## config.mk

```make
export PLATFORM = sky130hd
export DESIGN_NAME = nim_irq
export DESIGN_NICKNAME = d
export VERILOG_FILES = /design/src/rtl/nim_pkg.sv /design/src/rtl/nim_irq.sv
export SDC_FILE = /design/constraint.sdc
export NUM_CORES = 1
export LEC_CHECK = 0
export ABC_CLOCK_PERIOD_IN_PS = 3000
export BUFFER_PORTS_ARGS = -buffer_cell sky130_fd_sc_hd__buf_2
export CAP_MARGIN = 25
export CORE_ASPECT_RATIO = 1.25
export CORE_MARGIN = 4
export CORE_UTILIZATION = 50
export DETAILED_ROUTE_END_ITERATION = 16
export GPL_TIMING_DRIVEN = 0
export PLACE_DENSITY = 0.92
export SLEW_MARGIN = 20
export SYNTH_ARGS = -nofsm -noshare
export SYNTH_HDL_FRONTEND = slang
export SYNTH_SLANG_ARGS = --single-unit
```

## constraint.sdc

```tcl
create_clock -name clk_i -period 3 [get_ports clk_i]
set_clock_uncertainty 0.2 [all_clocks]
set_input_delay 0.3 -clock clk_i [delete_from_list [all_inputs] [get_ports clk_i]]
set_output_delay 0.3 -clock clk_i [all_outputs]
set_load 0.02 [all_outputs]
```

## src/rtl/nim_pkg.sv

```systemverilog
`default_nettype none
package nim_pkg;
  // ****************************************************************
  // Register map (word index; byte address is index times four)
  // ****************************************************************
  localparam logic [7:0] IDX_MAIN_MASK   = 8'h16;
  localparam logic [7:0] IDX_TF_MASK     = 8'h17;
  localparam logic [7:0] IDX_EW_MASK     = 8'h18;
  localparam logic [7:0] IDX_TGT_MASK    = 8'h19;
  localparam logic [7:0] IDX_MAIN_STATUS = 8'h1A;
  localparam logic [7:0] IDX_TF_STATUS   = 8'h1B;
  localparam logic [7:0] IDX_EW_STATUS   = 8'h1C;
  localparam logic [7:0] IDX_TGT_STATUS  = 8'h1D;
  localparam int         ADDR_LSB        = 2;
  localparam int         ADDR_BITS       = 8;
  // ****************************************************************
  // Reset values and reserved bits
  // ****************************************************************
  localparam logic [7:0] MASK_RESET      = 8'h00;
  localparam logic [7:0] MAIN_VALID      = 8'hFE;
  localparam logic [7:0] TF_VALID        = 8'hFF;
  localparam logic [7:0] EW_VALID        = 8'hFE;
  localparam logic [7:0] TGT_VALID       = 8'hFB;
  // ****************************************************************
  // Main status bit positions
  // ****************************************************************
  localparam int MAIN_OSC        = 7;
  localparam int MAIN_FIFO_LEVEL = 6;
  localparam int MAIN_RX_START   = 5;
  localparam int MAIN_RX_END     = 4;
  localparam int MAIN_TX_END     = 3;
  localparam int MAIN_COLLISION  = 2;
  localparam int MAIN_RX_RESTART = 1;
  // ****************************************************************
  // FIFO water levels
  // ****************************************************************
  localparam int FIFO_CNT_W   = 10;
  localparam int RX_LEVEL_MAX = 300;
  localparam int TX_LEVEL_MIN = 200;
endpackage
`default_nettype wire

```

## src/rtl/nim_irq.sv

```systemverilog
// Functional notes
// - Timer/field mask, one bit per event, a one masks, resets to zero.
// - Error/wake-up mask bits seven to one; bit zero reserved.
// - Target mask bits seven to three and one to zero; bit two reserved.
// - Oscillator-stable flag sets once enabled oscillator has settled.
// - FIFO level flag rises during receive above 300 bytes.
// - FIFO level flag rises during transmit below 200 bytes.
// - Main status bits five to two: rx start, rx end, tx end, collision.
// - Reception restart flag sets when a frame is dropped as disturbance.
// - Timer/field status bits seven to five: command done, timers expired.
// - Bit four on field rising above level, bit three on dropping below.
// - Guard-time flag, bit one, after field switched on without collision.
// - Bit zero sets when target mode recognises the initiator bit rate.
// - Reading timer/field status returns flags then clears them all.
// - Reading main status returns flags then clears them all.
//
// Local design decision: the Wishbone interface to the registers.
`timescale 1ns/1ns
`default_nettype none
module nim_irq (
  input  wire logic                           clk_i,
  input  wire logic                           rst_i,
  input  wire logic [nim_pkg::ADDR_BITS-1:0]  wb_adr_i,
  input  wire logic [31:0]                    wb_dat_i,
  input  wire logic [3:0]                     wb_sel_i,
  input  wire logic                           wb_we_i,
  input  wire logic                           wb_cyc_i,
  input  wire logic                           wb_stb_i,
  output logic      [31:0]                    wb_dat_o,
  output logic                                wb_ack_o,
  output logic                                wb_err_o,
  input  wire logic                           osc_enable_i,
  input  wire logic                           osc_stable_i,
  input  wire logic                           rx_active_i,
  input  wire logic                           tx_active_i,
  input  wire logic [nim_pkg::FIFO_CNT_W-1:0] fifo_count_i,
  input  wire logic [7:1]                     main_event_i,
  input  wire logic [7:0]                     timer_field_event_i,
  input  wire logic [7:0]                     error_wakeup_event_i,
  input  wire logic [7:0]                     target_event_i,
  output logic                                irq_o
);
  import nim_pkg::*;

  if (FIFO_CNT_W < $clog2(RX_LEVEL_MAX + 1)) begin : g_cnt_check
    $error("FIFO count too narrow for water levels");
  end

  // ****************************************************************
  // Event qualification
  // ****************************************************************
  logic       osc_seen;
  logic       next_osc_seen;
  logic       osc_rise;
  logic       level_hit;
  logic       level_prev;
  logic       next_level_prev;
  logic [7:0] main_ev;
  logic [7:0] tf_ev;
  logic [7:0] ew_ev;
  logic [7:0] tgt_ev;

  always_comb begin
    osc_rise      = osc_enable_i && osc_stable_i && !osc_seen;
    next_osc_seen = osc_enable_i && osc_stable_i;
    level_hit     = (rx_active_i &&
                     fifo_count_i > FIFO_CNT_W'(RX_LEVEL_MAX)) ||
                    (tx_active_i &&
                     fifo_count_i < FIFO_CNT_W'(TX_LEVEL_MIN));
    next_level_prev = level_hit;
    main_ev = {main_event_i, 1'b0} & MAIN_VALID;
    main_ev[MAIN_OSC]        = osc_rise;
    main_ev[MAIN_FIFO_LEVEL] = level_hit && !level_prev;
    // Restart flag comes from the discard pulse on bit one
    main_ev[MAIN_RX_RESTART] = main_event_i[MAIN_RX_RESTART];
    tf_ev  = timer_field_event_i & TF_VALID;
    ew_ev  = error_wakeup_event_i & EW_VALID;
    tgt_ev = target_event_i & TGT_VALID;
  end

  always_ff @(posedge clk_i) begin
    if (rst_i) begin
      osc_seen   <= 1'b0;
      level_prev <= 1'b0;
    end else begin
      osc_seen   <= next_osc_seen;
      level_prev <= next_level_prev;
    end
  end

  // ****************************************************************
  // Wishbone slave and registers
  // ****************************************************************
  logic [7:0]  main_mask;
  logic [7:0]  tf_mask;
  logic [7:0]  ew_mask;
  logic [7:0]  tgt_mask;
  logic [7:0]  main_st;
  logic [7:0]  tf_st;
  logic [7:0]  ew_st;
  logic [7:0]  tgt_st;
  logic [7:0]  next_main_mask;
  logic [7:0]  next_tf_mask;
  logic [7:0]  next_ew_mask;
  logic [7:0]  next_tgt_mask;
  logic [7:0]  next_main_st;
  logic [7:0]  next_tf_st;
  logic [7:0]  next_ew_st;
  logic [7:0]  next_tgt_st;
  logic [31:0] next_dat;
  logic        next_ack;
  logic        next_err;
  logic        next_irq;
  logic        req;
  logic        wr;
  logic        rd;
  logic [7:0]  idx;
  logic        hit;

  function automatic logic [7:0] merge_byte(input logic [7:0] old_v,
                                            input logic [7:0] new_v,
                                            input logic       en);
    merge_byte = en ? new_v : old_v;
  endfunction

  function automatic logic reg_is(input logic [7:0] cur_idx,
                                  input logic [7:0] want_idx);
    reg_is = (cur_idx == want_idx);
  endfunction

  function automatic logic any_pending(input logic [7:0] st_v,
                                       input logic [7:0] mask_v);
    any_pending = |(st_v & ~mask_v);
  endfunction

  // ****************************************************************
  // Bus decode
  // ****************************************************************
  always_comb begin
    req      = wb_cyc_i && wb_stb_i && !wb_ack_o && !wb_err_o;
    idx      = {{ADDR_LSB{1'b0}}, wb_adr_i[ADDR_BITS-1:ADDR_LSB]};
    hit      = (idx >= IDX_MAIN_MASK) && (idx <= IDX_TGT_STATUS);
    wr       = req && wb_we_i && hit;
    rd       = req && !wb_we_i && hit;
    next_ack = req && hit;
    next_err = req && !hit;
  end

  // ****************************************************************
  // Read data, zero outside the ack cycle of a read
  // ****************************************************************
  always_comb begin
    next_dat = 32'h0000_0000;
    if (rd) begin
      unique case (idx)
        IDX_MAIN_MASK:   next_dat[7:0] = main_mask;
        IDX_TF_MASK:     next_dat[7:0] = tf_mask;
        IDX_EW_MASK:     next_dat[7:0] = ew_mask;
        IDX_TGT_MASK:    next_dat[7:0] = tgt_mask;
        IDX_MAIN_STATUS: next_dat[7:0] = main_st;
        IDX_TF_STATUS:   next_dat[7:0] = tf_st;
        IDX_EW_STATUS:   next_dat[7:0] = ew_st;
        IDX_TGT_STATUS:  next_dat[7:0] = tgt_st;
        default:         next_dat[7:0] = 8'h00;
      endcase
    end
  end

  // ****************************************************************
  // Mask registers
  // ****************************************************************
  always_comb begin
    next_main_mask = merge_byte(main_mask, wb_dat_i[7:0] & MAIN_VALID,
                                wr && wb_sel_i[0] && reg_is(idx, IDX_MAIN_MASK));
    next_tf_mask   = merge_byte(tf_mask, wb_dat_i[7:0] & TF_VALID,
                                wr && wb_sel_i[0] && reg_is(idx, IDX_TF_MASK));
    next_ew_mask   = merge_byte(ew_mask, wb_dat_i[7:0] & EW_VALID,
                                wr && wb_sel_i[0] && reg_is(idx, IDX_EW_MASK));
    next_tgt_mask  = merge_byte(tgt_mask, wb_dat_i[7:0] & TGT_VALID,
                                wr && wb_sel_i[0] && reg_is(idx, IDX_TGT_MASK));
  end

  // ****************************************************************
  // Status registers, cleared by reading
  // ****************************************************************
  always_comb begin
    // A fresh event in the clearing cycle survives
    next_main_st = ((rd && reg_is(idx, IDX_MAIN_STATUS)) ? 8'h00 : main_st)
                   | main_ev;
    next_tf_st   = ((rd && reg_is(idx, IDX_TF_STATUS)) ? 8'h00 : tf_st)
                   | tf_ev;
    next_ew_st   = ((rd && reg_is(idx, IDX_EW_STATUS)) ? 8'h00 : ew_st)
                   | ew_ev;
    next_tgt_st  = ((rd && reg_is(idx, IDX_TGT_STATUS)) ? 8'h00 : tgt_st)
                   | tgt_ev;
  end

  // ****************************************************************
  // Interrupt request
  // ****************************************************************
  always_comb begin
    next_irq = any_pending(next_main_st, next_main_mask) ||
               any_pending(next_tf_st, next_tf_mask) ||
               any_pending(next_ew_st, next_ew_mask) ||
               any_pending(next_tgt_st, next_tgt_mask);
  end

  always_ff @(posedge clk_i) begin
    if (rst_i) begin
      main_mask <= MASK_RESET;
      tf_mask   <= MASK_RESET;
      ew_mask   <= MASK_RESET;
      tgt_mask  <= MASK_RESET;
      main_st   <= 8'h00;
      tf_st     <= 8'h00;
      ew_st     <= 8'h00;
      tgt_st    <= 8'h00;
      wb_dat_o  <= 32'h0000_0000;
      wb_ack_o  <= 1'b0;
      wb_err_o  <= 1'b0;
      irq_o     <= 1'b0;
    end else begin
      main_mask <= next_main_mask;
      tf_mask   <= next_tf_mask;
      ew_mask   <= next_ew_mask;
      tgt_mask  <= next_tgt_mask;
      main_st   <= next_main_st;
      tf_st     <= next_tf_st;
      ew_st     <= next_ew_st;
      tgt_st    <= next_tgt_st;
      wb_dat_o  <= next_dat;
      wb_ack_o  <= next_ack;
      wb_err_o  <= next_err;
      irq_o     <= next_irq;
    end
  end

  // ****************************************************************
  // Assertions
  // ****************************************************************
  irq_level_a: assert property (@(posedge clk_i) disable iff (rst_i)
    irq_o == |((main_st & ~main_mask) | (tf_st & ~tf_mask) |
               (ew_st & ~ew_mask) | (tgt_st & ~tgt_mask)))
    else $error("irq does not follow unmasked flags");
  mask_blocks_a: assert property (@(posedge clk_i) disable iff (rst_i)
    main_mask == MAIN_VALID && tf_mask == TF_VALID &&
    ew_mask == EW_VALID && tgt_mask == TGT_VALID |-> !irq_o)
    else $error("irq raised with every event masked");

  // ****************************************************************
  // Assertions: clearing reads
  // ****************************************************************
  tf_clear_a: assert property (@(posedge clk_i) disable iff (rst_i)
    rd && idx == IDX_TF_STATUS |=> tf_st == $past(tf_ev))
    else $error("timer status not cleared by read");
  main_clear_a: assert property (@(posedge clk_i) disable iff (rst_i)
    rd && idx == IDX_MAIN_STATUS |=> main_st == $past(main_ev))
    else $error("main status not cleared by read");
  event_wins_a: assert property (@(posedge clk_i) disable iff (rst_i)
    rd && idx == IDX_TF_STATUS && tf_ev[0] |=> tf_st[0])
    else $error("event lost on clearing read");
  main_wins_a: assert property (@(posedge clk_i) disable iff (rst_i)
    rd && idx == IDX_MAIN_STATUS && main_ev != 8'h00
    |=> (main_st & $past(main_ev)) == $past(main_ev))
    else $error("main event lost on clearing read");
  read_data_a: assert property (@(posedge clk_i) disable iff (rst_i)
    rd && idx == IDX_TF_STATUS |=> wb_ack_o && wb_dat_o[7:0] == $past(tf_st))
    else $error("timer status read data wrong");
  main_read_a: assert property (@(posedge clk_i) disable iff (rst_i)
    rd && idx == IDX_MAIN_STATUS |=> wb_ack_o && wb_dat_o[7:0] == $past(main_st))
    else $error("main status read data wrong");

  // ****************************************************************
  // Assertions: mask registers
  // ****************************************************************
  mask_reset_a: assert property (@(posedge clk_i) disable iff (rst_i)
    $fell(rst_i) |-> tf_mask == MASK_RESET && ew_mask == MASK_RESET &&
                     tgt_mask == MASK_RESET)
    else $error("mask not zero after reset");
  tf_mask_a: assert property (@(posedge clk_i) disable iff (rst_i)
    wr && wb_sel_i[0] && idx == IDX_TF_MASK |=> tf_mask == $past(wb_dat_i[7:0]))
    else $error("timer mask write lost");
  ew_mask_a: assert property (@(posedge clk_i) disable iff (rst_i)
    wr && wb_sel_i[0] && idx == IDX_EW_MASK
    |=> ew_mask == ($past(wb_dat_i[7:0]) & EW_VALID))
    else $error("error mask write lost");
  tgt_mask_a: assert property (@(posedge clk_i) disable iff (rst_i)
    wr && wb_sel_i[0] && idx == IDX_TGT_MASK
    |=> tgt_mask == ($past(wb_dat_i[7:0]) & TGT_VALID))
    else $error("target mask write lost");
  ew_rsvd_a: assert property (@(posedge clk_i) disable iff (rst_i)
    ew_mask[0] == 1'b0 && main_st[0] == 1'b0)
    else $error("reserved bit set");
  tgt_rsvd_a: assert property (@(posedge clk_i) disable iff (rst_i)
    tgt_mask[2] == 1'b0)
    else $error("target reserved mask bit set");

  // ****************************************************************
  // Assertions: event flags
  // ****************************************************************
  osc_flag_a: assert property (@(posedge clk_i) disable iff (rst_i)
    osc_enable_i && osc_stable_i && !osc_seen |=> main_st[MAIN_OSC])
    else $error("oscillator flag missing");
  fifo_rx_a: assert property (@(posedge clk_i) disable iff (rst_i)
    rx_active_i && !tx_active_i && fifo_count_i == 10'd301 && !level_prev
    |=> main_st[MAIN_FIFO_LEVEL])
    else $error("rx water level flag missing");
  fifo_tx_a: assert property (@(posedge clk_i) disable iff (rst_i)
    tx_active_i && !rx_active_i && fifo_count_i == 10'd200 |-> !level_hit)
    else $error("tx water level at 200 fired");
  tx_level_a: assert property (@(posedge clk_i) disable iff (rst_i)
    tx_active_i && !rx_active_i && fifo_count_i == FIFO_CNT_W'(TX_LEVEL_MIN - 1) &&
    !level_prev |=> main_st[MAIN_FIFO_LEVEL])
    else $error("tx water level flag missing");
  main_event_a: assert property (@(posedge clk_i) disable iff (rst_i)
    main_event_i[5:2] != 4'h0
    |=> (main_st[5:2] & $past(main_event_i[5:2])) == $past(main_event_i[5:2]))
    else $error("frame event flag missing");
  restart_flag_a: assert property (@(posedge clk_i) disable iff (rst_i)
    main_event_i[MAIN_RX_RESTART] |=> main_st[MAIN_RX_RESTART])
    else $error("restart flag missing");
  tf_event_a: assert property (@(posedge clk_i) disable iff (rst_i)
    timer_field_event_i[7:5] != 3'h0
    |=> (tf_st[7:5] & $past(timer_field_event_i[7:5])) == $past(timer_field_event_i[7:5]))
    else $error("timer flag missing");
  field_event_a: assert property (@(posedge clk_i) disable iff (rst_i)
    timer_field_event_i[4:3] != 2'h0
    |=> (tf_st[4:3] & $past(timer_field_event_i[4:3])) == $past(timer_field_event_i[4:3]))
    else $error("field flag missing");
  guard_flag_a: assert property (@(posedge clk_i) disable iff (rst_i)
    timer_field_event_i[1] |=> tf_st[1])
    else $error("guard time flag missing");
  rate_flag_a: assert property (@(posedge clk_i) disable iff (rst_i)
    timer_field_event_i[0] |=> tf_st[0])
    else $error("bit rate flag missing");

  // ****************************************************************
  // Assertions: bus protocol
  // ****************************************************************
  ack_once_a: assert property (@(posedge clk_i) disable iff (rst_i)
    wb_ack_o |=> !wb_ack_o)
    else $error("ack held two cycles");
  err_unmapped_a: assert property (@(posedge clk_i) disable iff (rst_i)
    req && !hit |=> wb_err_o && !wb_ack_o && wb_dat_o == 32'h0000_0000)
    else $error("unmapped access not refused");
  quiet_data_a: assert property (@(posedge clk_i) disable iff (rst_i)
    !wb_ack_o |-> wb_dat_o == 32'h0000_0000)
    else $error("read data outside ack cycle");
  irq_cv: cover property (@(posedge clk_i) disable iff (rst_i) $rose(irq_o));
  clr_cv: cover property (@(posedge clk_i) disable iff (rst_i)
    rd && idx == IDX_TF_STATUS && tf_st != 8'h00);
  race_cv: cover property (@(posedge clk_i) disable iff (rst_i)
    rd && idx == IDX_MAIN_STATUS && main_ev != 8'h00);
  err_cv: cover property (@(posedge clk_i) disable iff (rst_i) wb_err_o);
  fifo_cv: cover property (@(posedge clk_i) disable iff (rst_i)
    main_ev[MAIN_FIFO_LEVEL]);
endmodule
`default_nettype wire

```

# --- After elaboration in Yosys (flattened, before gate mapping) ---
# Cells that the tools add are included.
word_totals:
  register_bits: 101
  input_bits: 94
  out_inout_bits: 35
  elab_cells: 88
op_classes:
  order_cmp: 4
  n_eq_ne: 8
  n_mux: 9
  bitwise_logic: 13
  n_reduce_logical: 39
ops:
  columns: ["operator", "count"]
  rows:
  - ["$mux 8", 8]
  - ["$pmux 8 s8", 1]
  - ["$eq 6x5->1 const B", 8]
  - ["$and 8x8->8", 4]
  - ["$not 8->8", 4]
  - ["$or 8x8->8", 4]
  - ["$reduce_or 8->1", 4]
  - ["$logic_and 1x1->1", 24]
  - ["$gt 10x9->1 const B", 1]
  - ["$lt 10x8->1 const B", 1]
  - ["$ge 6x5->1 const B", 1]
  - ["$le 6x5->1 const B", 1]
  - ["$logic_not 1->1", 6]
  - ["$logic_or 1x1->1", 4]
  - ["$reduce_or 2->1", 1]
  - ["$not 1->1", 1]

# --- Longest topological paths before layout ---
# Gate-level depths: netlist of the first run.
depth:
  word_depth: 14
  mapped_depth: 9
  depth_no_buf: 6

# --- Worst setup path before layout of the first run ---
# No wires, ideal clock.
synth_timing:
  path_kind: "register -> register"
  start: "register wb_err_o"
  end: "register irq_o"
  setup_ns: 0.125
  t_arrival_ns: 2.426
  required_ns: 2.675
  setup_slack_ns: 0.249
  stages_incl_launch_ff: 9
  period_less_slack_ns: 2.751
  cell_sequence: "dfxtp_1 > nand4bb_1 > buf_2 > or4_1 > buf_2 > a21o_1 > a2111oi_2 > o2111ai_1 > o41a_1"
synth_between:
  elab_chain_cells: 13
  word_cells_on_any_way: 42
  cone_classes: "mux (8); bitwise (12); reduce/logical (22)"
synth_rtl:
  columns: ["element", "line_no", "source"]
  rows:
  - ["start, declared", "nim_irq.sv:31", "output logic wb_err_o,"]
  - ["start signal, assigned", "nim_irq.sv:233", "wb_err_o <= next_err;"]
  - ["$logic_not 1->1 (*)", "nim_irq.sv:140", "req = wb_cyc_i && wb_stb_i && !wb_ack_o && !wb_err_o;"]
  - ["$logic_and 1x1->1 (*)", "nim_irq.sv:140", null]
  - ["$logic_and 1x1->1 (2 in series)", "nim_irq.sv:143", "wr = req && wb_we_i && hit;"]
  - ["$logic_and 1x1->1", null, null]
  - ["$logic_and 1x1->1, on equally long branches", "nim_irq.sv:174, nim_irq.sv:176", null]
  - ["$mux 8", "nim_irq.sv:123", "merge_byte = en ? new_v : old_v;"]
  - ["$not 8->8", "nim_irq.sv:133", "any_pending = |(st_v & ~mask_v);"]
  - ["$and 8x8->8", "nim_irq.sv:133", null]
  - ["$reduce_or 8->1", "nim_irq.sv:133", null]
  - ["$logic_or 1x1->1", "nim_irq.sv:202", "next_irq = any_pending(next_main_st, next_main_mask) ||"]
  - ["$logic_or 1x1->1", "nim_irq.sv:203", "any_pending(next_tf_st, next_tf_mask) ||"]
  - ["$logic_or 1x1->1 (*)", "nim_irq.sv:204", "any_pending(next_ew_st, next_ew_mask) ||"]
  - ["end signal, assigned", "nim_irq.sv:234", "irq_o <= next_irq;"]
  - ["end, declared", "nim_irq.sv:41", "output logic irq_o"]
# Mark *: on every way between the ends. The rest lies on a longest branch, timed or not.
# A chain may end at the register's enable or synchronous reset.

# --- Final worst setup path of the first run ---
# Same ends and word-level chain as after synthesis.

==> results of run 1 <==
cells in the final DEF (no fill, tap or decap), types with 4 or more instances in the layout:
cell and count:
conb_1 24, clkbuf_8 10, nand2_1 7, and2_1 15, mux2i_1 11, a22oi_1 9, a21oi_1 36, dlygate4sd3_1 7
dfxtp_1 75, a221oi_1 15, a41oi_1 8, o41a_1 8, nand4_1 4, a21o_1 8, o41ai_2 13, a222oi_1 16
inv_1 28, nor3_1 4, a31oi_1 8, nor2_1 38, buf_2 73, clkbuf_1 19, buf_4 25, and3_1 4
worst max-delay path by stage:
| stage | start | end | cells past startpoint |
|---|---|---|---|
| global placement | wb_stb_i | irq_o$_SDFF_PP0_ | 8 |
| CTS | wb_err_o$_SDFF_PP0_ | irq_o$_SDFF_PP0_ | 8 |
| finish | wb_err_o$_SDFF_PP0_ | irq_o$_SDFF_PP0_ | 8 |
| detailed placement | wb_stb_i | irq_o$_SDFF_PP0_ | 8 |
| global route | wb_err_o$_SDFF_PP0_ | irq_o$_SDFF_PP0_ | 8 |
| floorplan | wb_err_o$_SDFF_PP0_ | irq_o$_SDFF_PP0_ | 8 |
flip-flops by register name (all words and copies together) (netlist names):
signal,flops
tf_st,8
level_prev,1
irq_o,1
ew_st,8
wb_dat_o,8
main_mask,8
wb_err_o,1
osc_seen,1
tgt_mask,8
tf_mask,8
wb_ack_o,1
ew_mask,8
main_st,8
tgt_st,8
tightest hold or removal path, delay by kind of cell:
family / cells / cell delay [ns]
buf+inv: 2 / 0.12
compound gates: 1 / 0.10
routing by layer:
| layer | share of wire [%] | wire length [um] | track usage (%) | vias to the layer above |
|---|---|---|---|---|
| met1 | 35 | 4780 | 35.5 | 1842 |
| met4 | 8.1 | 1110 | 25.1 | 0 |
| li1 | - | - | - | 1759 |
| met3 | 12 | 1690 | 6.38 | 114 |
| met5 | 0 | 0 | 0 | - |
| met2 | 45 | 6110 | 45.9 | 362 |
report_power, final:
group | internal (mW) | switching, mW | total, mW | leakage, nW
logic | 0.120 | 0.188 | 0.307 | 1.17
clock network | 0.494 | 0.379 | 0.873 | 0.108
registers | 1.05 | 0.0229 | 1.08 | 0.631
cell usage after synthesis (2+ instances only):
library cell  number  area share, %
a2111oi_0          5            1.2
a21o_1             8            1.6
a21oi_1           36            4.8
a221o_1            2           0.54
a221oi_1          15            3.5
a222oi_1          16            4.3
a22oi_1            9            1.8
a31oi_1            8            1.3
a41oi_1            8            1.9
and2_1            15            2.5
and3_1             4           0.67
and4_1             2           0.47
buf_1              3           0.30
buf_2              7           0.94
buf_4             25            5.0
clkbuf_1          19            1.9
dfxtp_1           77             41
inv_1             28            2.8
mux2_2             3           0.90
mux2i_1           11            2.9
nand2_1            7           0.70
nand2b_1           3           0.50
nand3_1            2           0.27
nand4_1            4           0.67
nand4bb_1          2           0.60
nor2_1            38            3.8
nor3_1             4           0.54
nor3b_1            3           0.60
nor4_2             2           0.67
nor4bb_1           3           0.80
o211ai_1           3           0.60
o41a_1             8            2.4
o41ai_1           16            3.8
or4_1              2           0.40
metrics by stage:
step	setup WS (ns)	power (mW)	util, %	TNS [ns]	cells
after global routing	-0.0123	2.32	67.0	-0.0123	616
after detailed placement	-0.738	1.36	60.2	-0.738	594
after floorplan	0.249	1.26	-	0	435
final	0.0503	2.26	67.0	0	616
after global placement	-0.723	1.36	60.2	-0.723	594
after CTS	0.00917	2.23	65.6	0	617
final cells by class:
| class | instances | area, sq um |
|---|---|---|
| Buffer | 53 | 324 |
| Clock inverter | 3 | 68.8 |
| Timing Repair Buffer | 76 | 415 |
| Tap cell | 90 | 113 |
| Sequential cell | 77 | 1540 |
| Fill cell | 582 | 2350 |
| Clock buffer | 13 | 149 |
| Inverter | 28 | 105 |
| Multi-Input combinational cell | 276 | 2040 |
cell families after synthesis:
family	share of synthesized area [%]
compound gates	28.9
simple gates	14.6
buf+inv	11.0
flops	41.3
mux	3.85
xor+xnor	0.235
other cells	0.100
repair_timing:
item | CTS | global route
resized for setup | 16 | 23
hold buffers | 7 | 0
gates cloned | 0 | 0
pin swaps | 0 | 1
hold endpoints to repair | 6 | 0
endpoints found under the setup margin | 1 | 1
==> results.toml, run 1 <==
[global_routing]
grtUsageTotal_pct = 30.0
antenna_found_initial = 0
overflow = 0
grt_pass1_wl_um = 20900
grt_max_degree = 13
grt_pass1_vias = 4059

[yosys]
avgSynthCellArea_sq_um = 9.06
yosysUniqueCellTypes = 48
seq_area_frac_synth_pct = 41.3
synthesis.instances = 412
yosys_warnings = 0
synth_flop_cell = "dfxtp_1"
synth_seq_cells = 77
synth_area_sq_mm = 0.00373
synth_edf_count = 0
async_reset_ff_share_pct = 0

[clock_network]
path_clk_slew_ns = 0.08
cts_tree = "yes"
clkLatencyLatePin_ns = 0.36
cts.sink_count = 77
htreeDepth = 3
clock_path_buffers = 2
post_cts_buffers = 0
cts-root-buf = "clkbuf_8"
cts_buffers = 9

[hold_path]
hp-class = "in2reg"
min_to = "ew_st[2]$_SDFF_PP0_"
hold_start = "error_wakeup_event_i[2]"
worstHoldPathCells = 3

[run_status]
status = "finished, violations left"
violations = "negative hold slack"

[worst_setup_path]
critPathKind = "reg2reg"
critPathMaxFanout = 10
worst-path-buf-inv = 2
worstPathCellList = "nand4bb_1 > buf_6 > nor4_4 > clkbuf_4 > mux2i_1 > a2111oi_2 > nand4_1 > o41a_1"
rrSetupSlack_ns = 0.05
ff2ff_path_depth = 8
cp-end-kind = "flop"
timing.rr.start = "wb_err_o$_SDFF_PP0_"
critPathMaxStageDelay_ns = 0.46
cp-start-kind = "flop"
critPathTopFamily = "simple AND/OR/NAND/NOR gates"
cp_slowest_cell = "nor4_4"
arrival_ns = 3.00
critical_path_required_ns = 3.05
r2r-end = "irq_o$_SDFF_PP0_"

[placed_design]
hpwl_um = 9640
placed_area_sq_mm = 0.00428
io_buffers = 69
place.gp.congestion = 1.01

[drt]
vias_per_cell = 6.62
drt_pass1_iterations = 7
ant_nets = 0
avgRoutedWirePerCell_um = 22.2
first_iter_violations = 637
wl_um = 13700
vias = 4077
drc = 0

[floorplan]
die-area_sq_mm = 0.00892
coreArea_sq_mm = 0.00710
initial_core_util_pct = 52.6
io_pins = 129
die_x_um = 85.3
std_cell_rows = 34
die_h_um = 105

[timing]
final-setup-viol-count = 0
worst_hold_slack_ns = -0.00127
clock.fmax_ghz = 0.339
slew_violations = 0
worstMarginPinSlew_ns = 0.953
relSlewSlack_pct = 36.2
min_period_over_period_pct = 98.3
period_minus_slack_ns = 2.95
hold_viol_final = 1

[job]
cap_violations = 0

[finish]
stdcell_area_sq_mm = 0.00476
diodes = 0
finalNetCount = 615
drive_gt1_share_pct = 27.4
syn2layout_area_growth_pct = 27.4

[power]
max-vdd-ir-drop_mv = 0.342
p_leak_nw = 1.91
power.density_mw_per_mm2 = 474
Note: power is estimated with default switching activity, not from simulation.
==> inputs of run 2 (changes only) <==
- BUFFER_PORTS_ARGS: -buffer_cell sky130_fd_sc_hd__buf_2 -> -buffer_cell sky130_fd_sc_hd__buf_4
==> run 2 against run 1 <==
  * The flow finishes with violations (negative setup slack)
  * Clock power grew 4.9%
  * Cell count is 0.16% higher
  * Routed wire length up 4.3%
  * Worst hold slack improved by 0.0033 ns
  * Die area did not move
  * Register-to-register slack got worse by 0.09 ns
  * Critical path depth stayed put
  * Final area increased by 4.1%
  * Non-clock buffer count rose by 1
  * Sequential share of layout area shrank 1.3 points
  * Core utilization grew 2.7 points
==> results.toml, run 2 (synthesis gave the netlist of run 1 again) <==
[run_status]
status = "finished, violations left"
violations = "negative setup slack"

[drt]
drt_pass1_iterations = 6
avgRoutedWirePerCell_um = 23.2
ant_nets = 0
vias = 4143
vias_per_cell = 6.71
drc = 0
wl_um = 14300
first_iter_violations = 806

[worst_setup_path]
r2r-end = "irq_o$_SDFF_PP0_"
critPathTopFamily = "simple AND/OR/NAND/NOR gates"
cp-start-kind = "flop"
cp-end-kind = "flop"
rrSetupSlack_ns = -0.04
timing.rr.start = "wb_err_o$_SDFF_PP0_"
worstPathCellList = "nand4bb_1 > buf_6 > nor4_4 > buf_2 > mux2i_1 > a2111oi_2 > nand4_1 > o41a_1"
critPathMaxStageDelay_ns = 0.44
cp_slowest_cell = "a2111oi_2"
critPathKind = "reg2reg"
arrival_ns = 3.10
critical_path_required_ns = 3.06
worst-path-buf-inv = 2
startpoint = "wb_err_o$_SDFF_PP0_"
critPathMaxFanout = 10
ff2ff_path_depth = 8

[timing]
relSlewSlack_pct = 35.7
worst_hold_slack_ns = 0.00202
final-setup-viol-count = 1
hold_viol_final = 0
clock.fmax_ghz = 0.328
period_minus_slack_ns = 3.04
slew_violations = 0
worstMarginPinSlew_ns = 0.961
final.setup.worst_slack_ns = -0.0446
min_period_over_period_pct = 101

[placed_design]
hpwl_um = 9790
io_buffers = 69
place.gp.congestion = 0.975
dp_cells = 594

[finish]
finalNetCount = 616
layout_commonest_cell = "buf_4"
syn2layout_area_growth_pct = 32.6
finalCoreUtilization_pct = 69.7
drive_gt1_share_pct = 27.5
mostFrequentLayoutCells = "buf_4, dfxtp_1, nor2_1"
diodes = 0
layoutNonFillerInstCount = 617

[clock_network]
cts-root-buf = "clkbuf_8"
cts.sink_count = 77
htreeDepth = 3
clkLatencyLatePin_ns = 0.37
cts_tree = "yes"
path_clk_slew_ns = 0.09
cts_buffers = 9
clock_path_buffers = 2

[power]
max-vdd-ir-drop_mv = 0.400
p_leak_nw = 1.96
p_total_mw = 2.33
power.density_mw_per_mm2 = 470

[hold_path]
hold_start = "timer_field_event_i[3]"
min_to = "tf_st[3]$_SDFF_PP0_"
worstHoldPathCells = 3
hp-class = "in2reg"

[global_routing]
grtUsageTotal_pct = 30.8
antenna_found_initial = 0
grt_pass1_vias = 4007
grt_pass1_wl_um = 21300
grt_max_degree = 15
overflow = 0

[job]
cap_violations = 0

[floorplan]
die_x_um = 85.3
io_pins = 129
die_h_um = 105
die-area_sq_mm = 0.00892
std_cell_rows = 34
coreArea_sq_mm = 0.00710
initial_core_util_pct = 52.6
## run 2: power by group
group | internal, mW | leakage [nW] | switching (mW)
combinational | 0.143 | 1.22 | 0.192
sequential | 1.05 | 0.630 | 0.0234
clock | 0.497 | 0.113 | 0.420
## run 2: tightest hold or removal path: stages
cell	delay, ns
buf_4	0.08
inv_1	0.04
a21oi_1	0.11
## run 2: worst max path at each step
stage / cells past startpoint / end
6_report: 8 / irq_o$_SDFF_PP0_
5_1_grt: 8 / irq_o$_SDFF_PP0_
4_1_cts: 8 / irq_o$_SDFF_PP0_
3_5_place_dp: 8 / irq_o$_SDFF_PP0_
3_3_place_gp: 8 / irq_o$_SDFF_PP0_
2_1_floorplan: 8 / irq_o$_SDFF_PP0_
## run 2: final cells by class
class	instances	area, sq um
plain buffers	53	324
clock buffers	10	138
clock inverters	6	93.8
fillers	571	2150
inverters	28	105
multi-input cells	276	2040
flip-flops and latches	77	1540
well taps	90	113
repair buffers	77	598
## run 2: what timing repair did
action | in CTS | in global routing
gates resized for setup | 18 | 20
buffers inserted | 0 | 0
pin swaps | 0 | 2
hold endpoints to repair | 7 | 0
endpoints found under the setup margin | 1 | 1
hold buffers | 8 | 0
## run 2: metal layers
metal | routed length [um] | share of wire [%] | global-route usage (%)
met1 | 4860 | 34 | 37.8
met3 | 1890 | 13 | 5.67
met2 | 6580 | 46 | 48.4
met5 | 0 | 0 | 0
met4 | 957 | 6.7 | 21.4
## run 2: per-stage QoR
| step | instance area, sq um | TNS (ns) | setup slack (ns) |
|---|---|---|---|
| finish | 4950 | -0.0446 | -0.0446 |
| global route | 4950 | -0.0272 | -0.0272 |
| CTS | 4860 | 0 | 0.0114 |
| detailed placement | 4450 | -0.773 | -0.773 |
| global placement | 4450 | -0.744 | -0.744 |
| floorplan | 3820 | 0 | 0.249 |
==> inputs of run 3 (changes only) <==
--- a/config.mk
+++ b/config.mk
@@ -15,3 +15,3 @@
 export GPL_TIMING_DRIVEN = 0
-export PLACE_DENSITY = 0.92
+export PLACE_DENSITY = 0.8
 export SLEW_MARGIN = 20
--- a/constraint.sdc
+++ b/constraint.sdc
@@ -4,2 +4,2 @@
 set_output_delay 0.3 -clock clk_i [all_outputs]
-set_load 0.02 [all_outputs]
+set_load 0.01 [all_outputs]
==> run 3 against run 2 <==
  * The run now ends clean
  * Combinational power decreased by 3%
  * Final area increased by 0.58%
  * First-iteration DRC count decreased by 8.8%
  * Fmax increased by 3.1%
  * Critical path type unchanged
  * Largest power group unchanged
==> results.toml, run 3 (synthesis gave the netlist of run 1 again) <==
[worst_setup_path]
worstPathCellList = "nand4bb_4 > buf_6 > or4_1 > buf_6 > a21o_1 > a2111oi_4 > o2111ai_1 > o41a_1"
critical_path_required_ns = 3.04
critPathMaxStageDelay_ns = 0.54
cp-end-kind = "flop"
worst-path-buf-inv = 2
ff2ff_path_depth = 8
critPathKind = "reg2reg"
critPathTopFamily = "compound AO/OA/AOI/OAI gates"
arrival_ns = 3.00
crit_cells = 8
cp-start-kind = "flop"
critPathMaxFanout = 6
cp_slowest_cell = "or4_1"
worst_path_most_repeated_cell = "buf_6"

[drt]
avgRoutedWirePerCell_um = 21.9
ant_nets = 0
drt_pass1_iterations = 8
vias = 4094
vias_per_cell = 6.58
wl_um = 13600
drc = 0
first_iter_violations = 735

[timing]
fin_setup_tns_ns = 0
min_period_over_period_pct = 98.4
clock.fmax_ghz = 0.339
relSlewSlack_pct = 34.0
slew_violations = 0
worst_hold_slack_ns = 0.00279
hold_viol_final = 0
final-setup-viol-count = 0
worstMarginPinSlew_ns = 0.986
period_minus_slack_ns = 2.95

[clock_network]
cts-root-buf = "clkbuf_8"
path_clk_slew_ns = 0.08
htreeDepth = 3
clkLatencyLatePin_ns = 0.36
cts_buffers = 9
clock_path_buffers = 2
cts_tree = "yes"
cts.sink_count = 77

[floorplan]
initial_core_util_pct = 52.6
std_cell_rows = 34
die-area_sq_mm = 0.00892
io_pins = 129
die_x_um = 85.3
die_h_um = 105
coreArea_sq_mm = 0.00710

[power]
power.density_mw_per_mm2 = 428
p_leak_nw = 1.97
p_total_mw = 2.13
max-vdd-ir-drop_mv = 0.409

[hold_path]
hp-class = "in2reg"
worstHoldPathCells = 3

[finish]
syn2layout_area_growth_pct = 33.4
drive_gt1_share_pct = 27.8
layout_commonest_cell = "buf_4"
diodes = 0
finalNetCount = 621
mostFrequentLayoutCells = "buf_4, dfxtp_1, nor2_1"
stdcell_area_sq_mm = 0.00498
finalCoreUtilization_pct = 70.1

[global_routing]
grt_pass1_vias = 3902
grtUsageMet3_pct = 8.58
grt_pass1_wl_um = 20500
antenna_found_initial = 0
grt_max_degree = 13
overflow = 0
use_met1_pct = 34.9
grtUsageMet2_pct = 45.6
grt-busiest-layer = "met2"
grtUsageTotal_pct = 29.3

[placed_design]
io_buffers = 69
placed_area_sq_mm = 0.00445
hpwl_um = 9480
place.gp.congestion = 1.01

[run_status]
status = "complete, no violations"

[job]
cap_violations = 0
==> run 3: what timing repair did <==
| item | 4_1_cts | 5_1_grt |
|---|---|---|
| resized for setup | 13 | 28 |
| setup endpoints to repair | 1 | 1 |
| endpoints found under the hold margin | 11 | 0 |
| cloned | 0 | 1 |
| setup buffers | 0 | 0 |
| hold buffers | 12 | 0 |
| pin swaps | 2 | 4 |
==> run 3: layout make-up <==
| cell class | count | area [sq um] |
|---|---|---|
| buffer | 53 | 325 |
| clock buffer | 12 | 155 |
| clock inverter | 4 | 22.5 |
| fill | 588 | 2120 |
| inverter | 28 | 105 |
| multi-input combinational | 276 | 2070 |
| sequential | 77 | 1540 |
| tap | 90 | 113 |
| timing repair buffer | 82 | 643 |
==> run 3: tightest hold or removal path, cell delays in order <==
cell and delay (ns):
buf_4 0.07, inv_1 0.04, a21oi_1 0.11
==> run 3: stage by stage <==
stage | instances | worst slack, ns
floorplan | 435 | 0.303
CTS | 622 | 0.00886
finish | 622 | 0.0473
detailed placement | 594 | -0.571
global route | 622 | -0.0419
global placement | 594 | -0.493
==> run 3: per-layer routing <==
metal	vias up	share of wire, %
met1	1861	34
met3	96	13
met4	0	7.0
met2	369	46
li1	1768	-
met5	-	0
==> run 3: path summary, 6_finish.rpt <==
| path | startpoint | end | slack, ns |
|---|---|---|---|
| min | main_event_i[3] | main_st[3]$_SDFF_PP0_ | 0.003 |
| max reg2reg | wb_ack_o$_SDFF_PP0_ | irq_o$_SDFF_PP0_ | 0.05 |
| min reg2reg | ew_mask[0]$_SDFF_PP0_ | ew_mask[0]$_SDFF_PP0_ | 0.27 |
| max | wb_ack_o$_SDFF_PP0_ | irq_o$_SDFF_PP0_ | 0.05 |
==> run 3: power by group <==
part | total [mW] | switching [mW] | internal [mW]
Combinational | 0.324 | 0.176 | 0.149
Clock | 0.729 | 0.387 | 0.342
Sequential | 1.08 | 0.0237 | 1.05
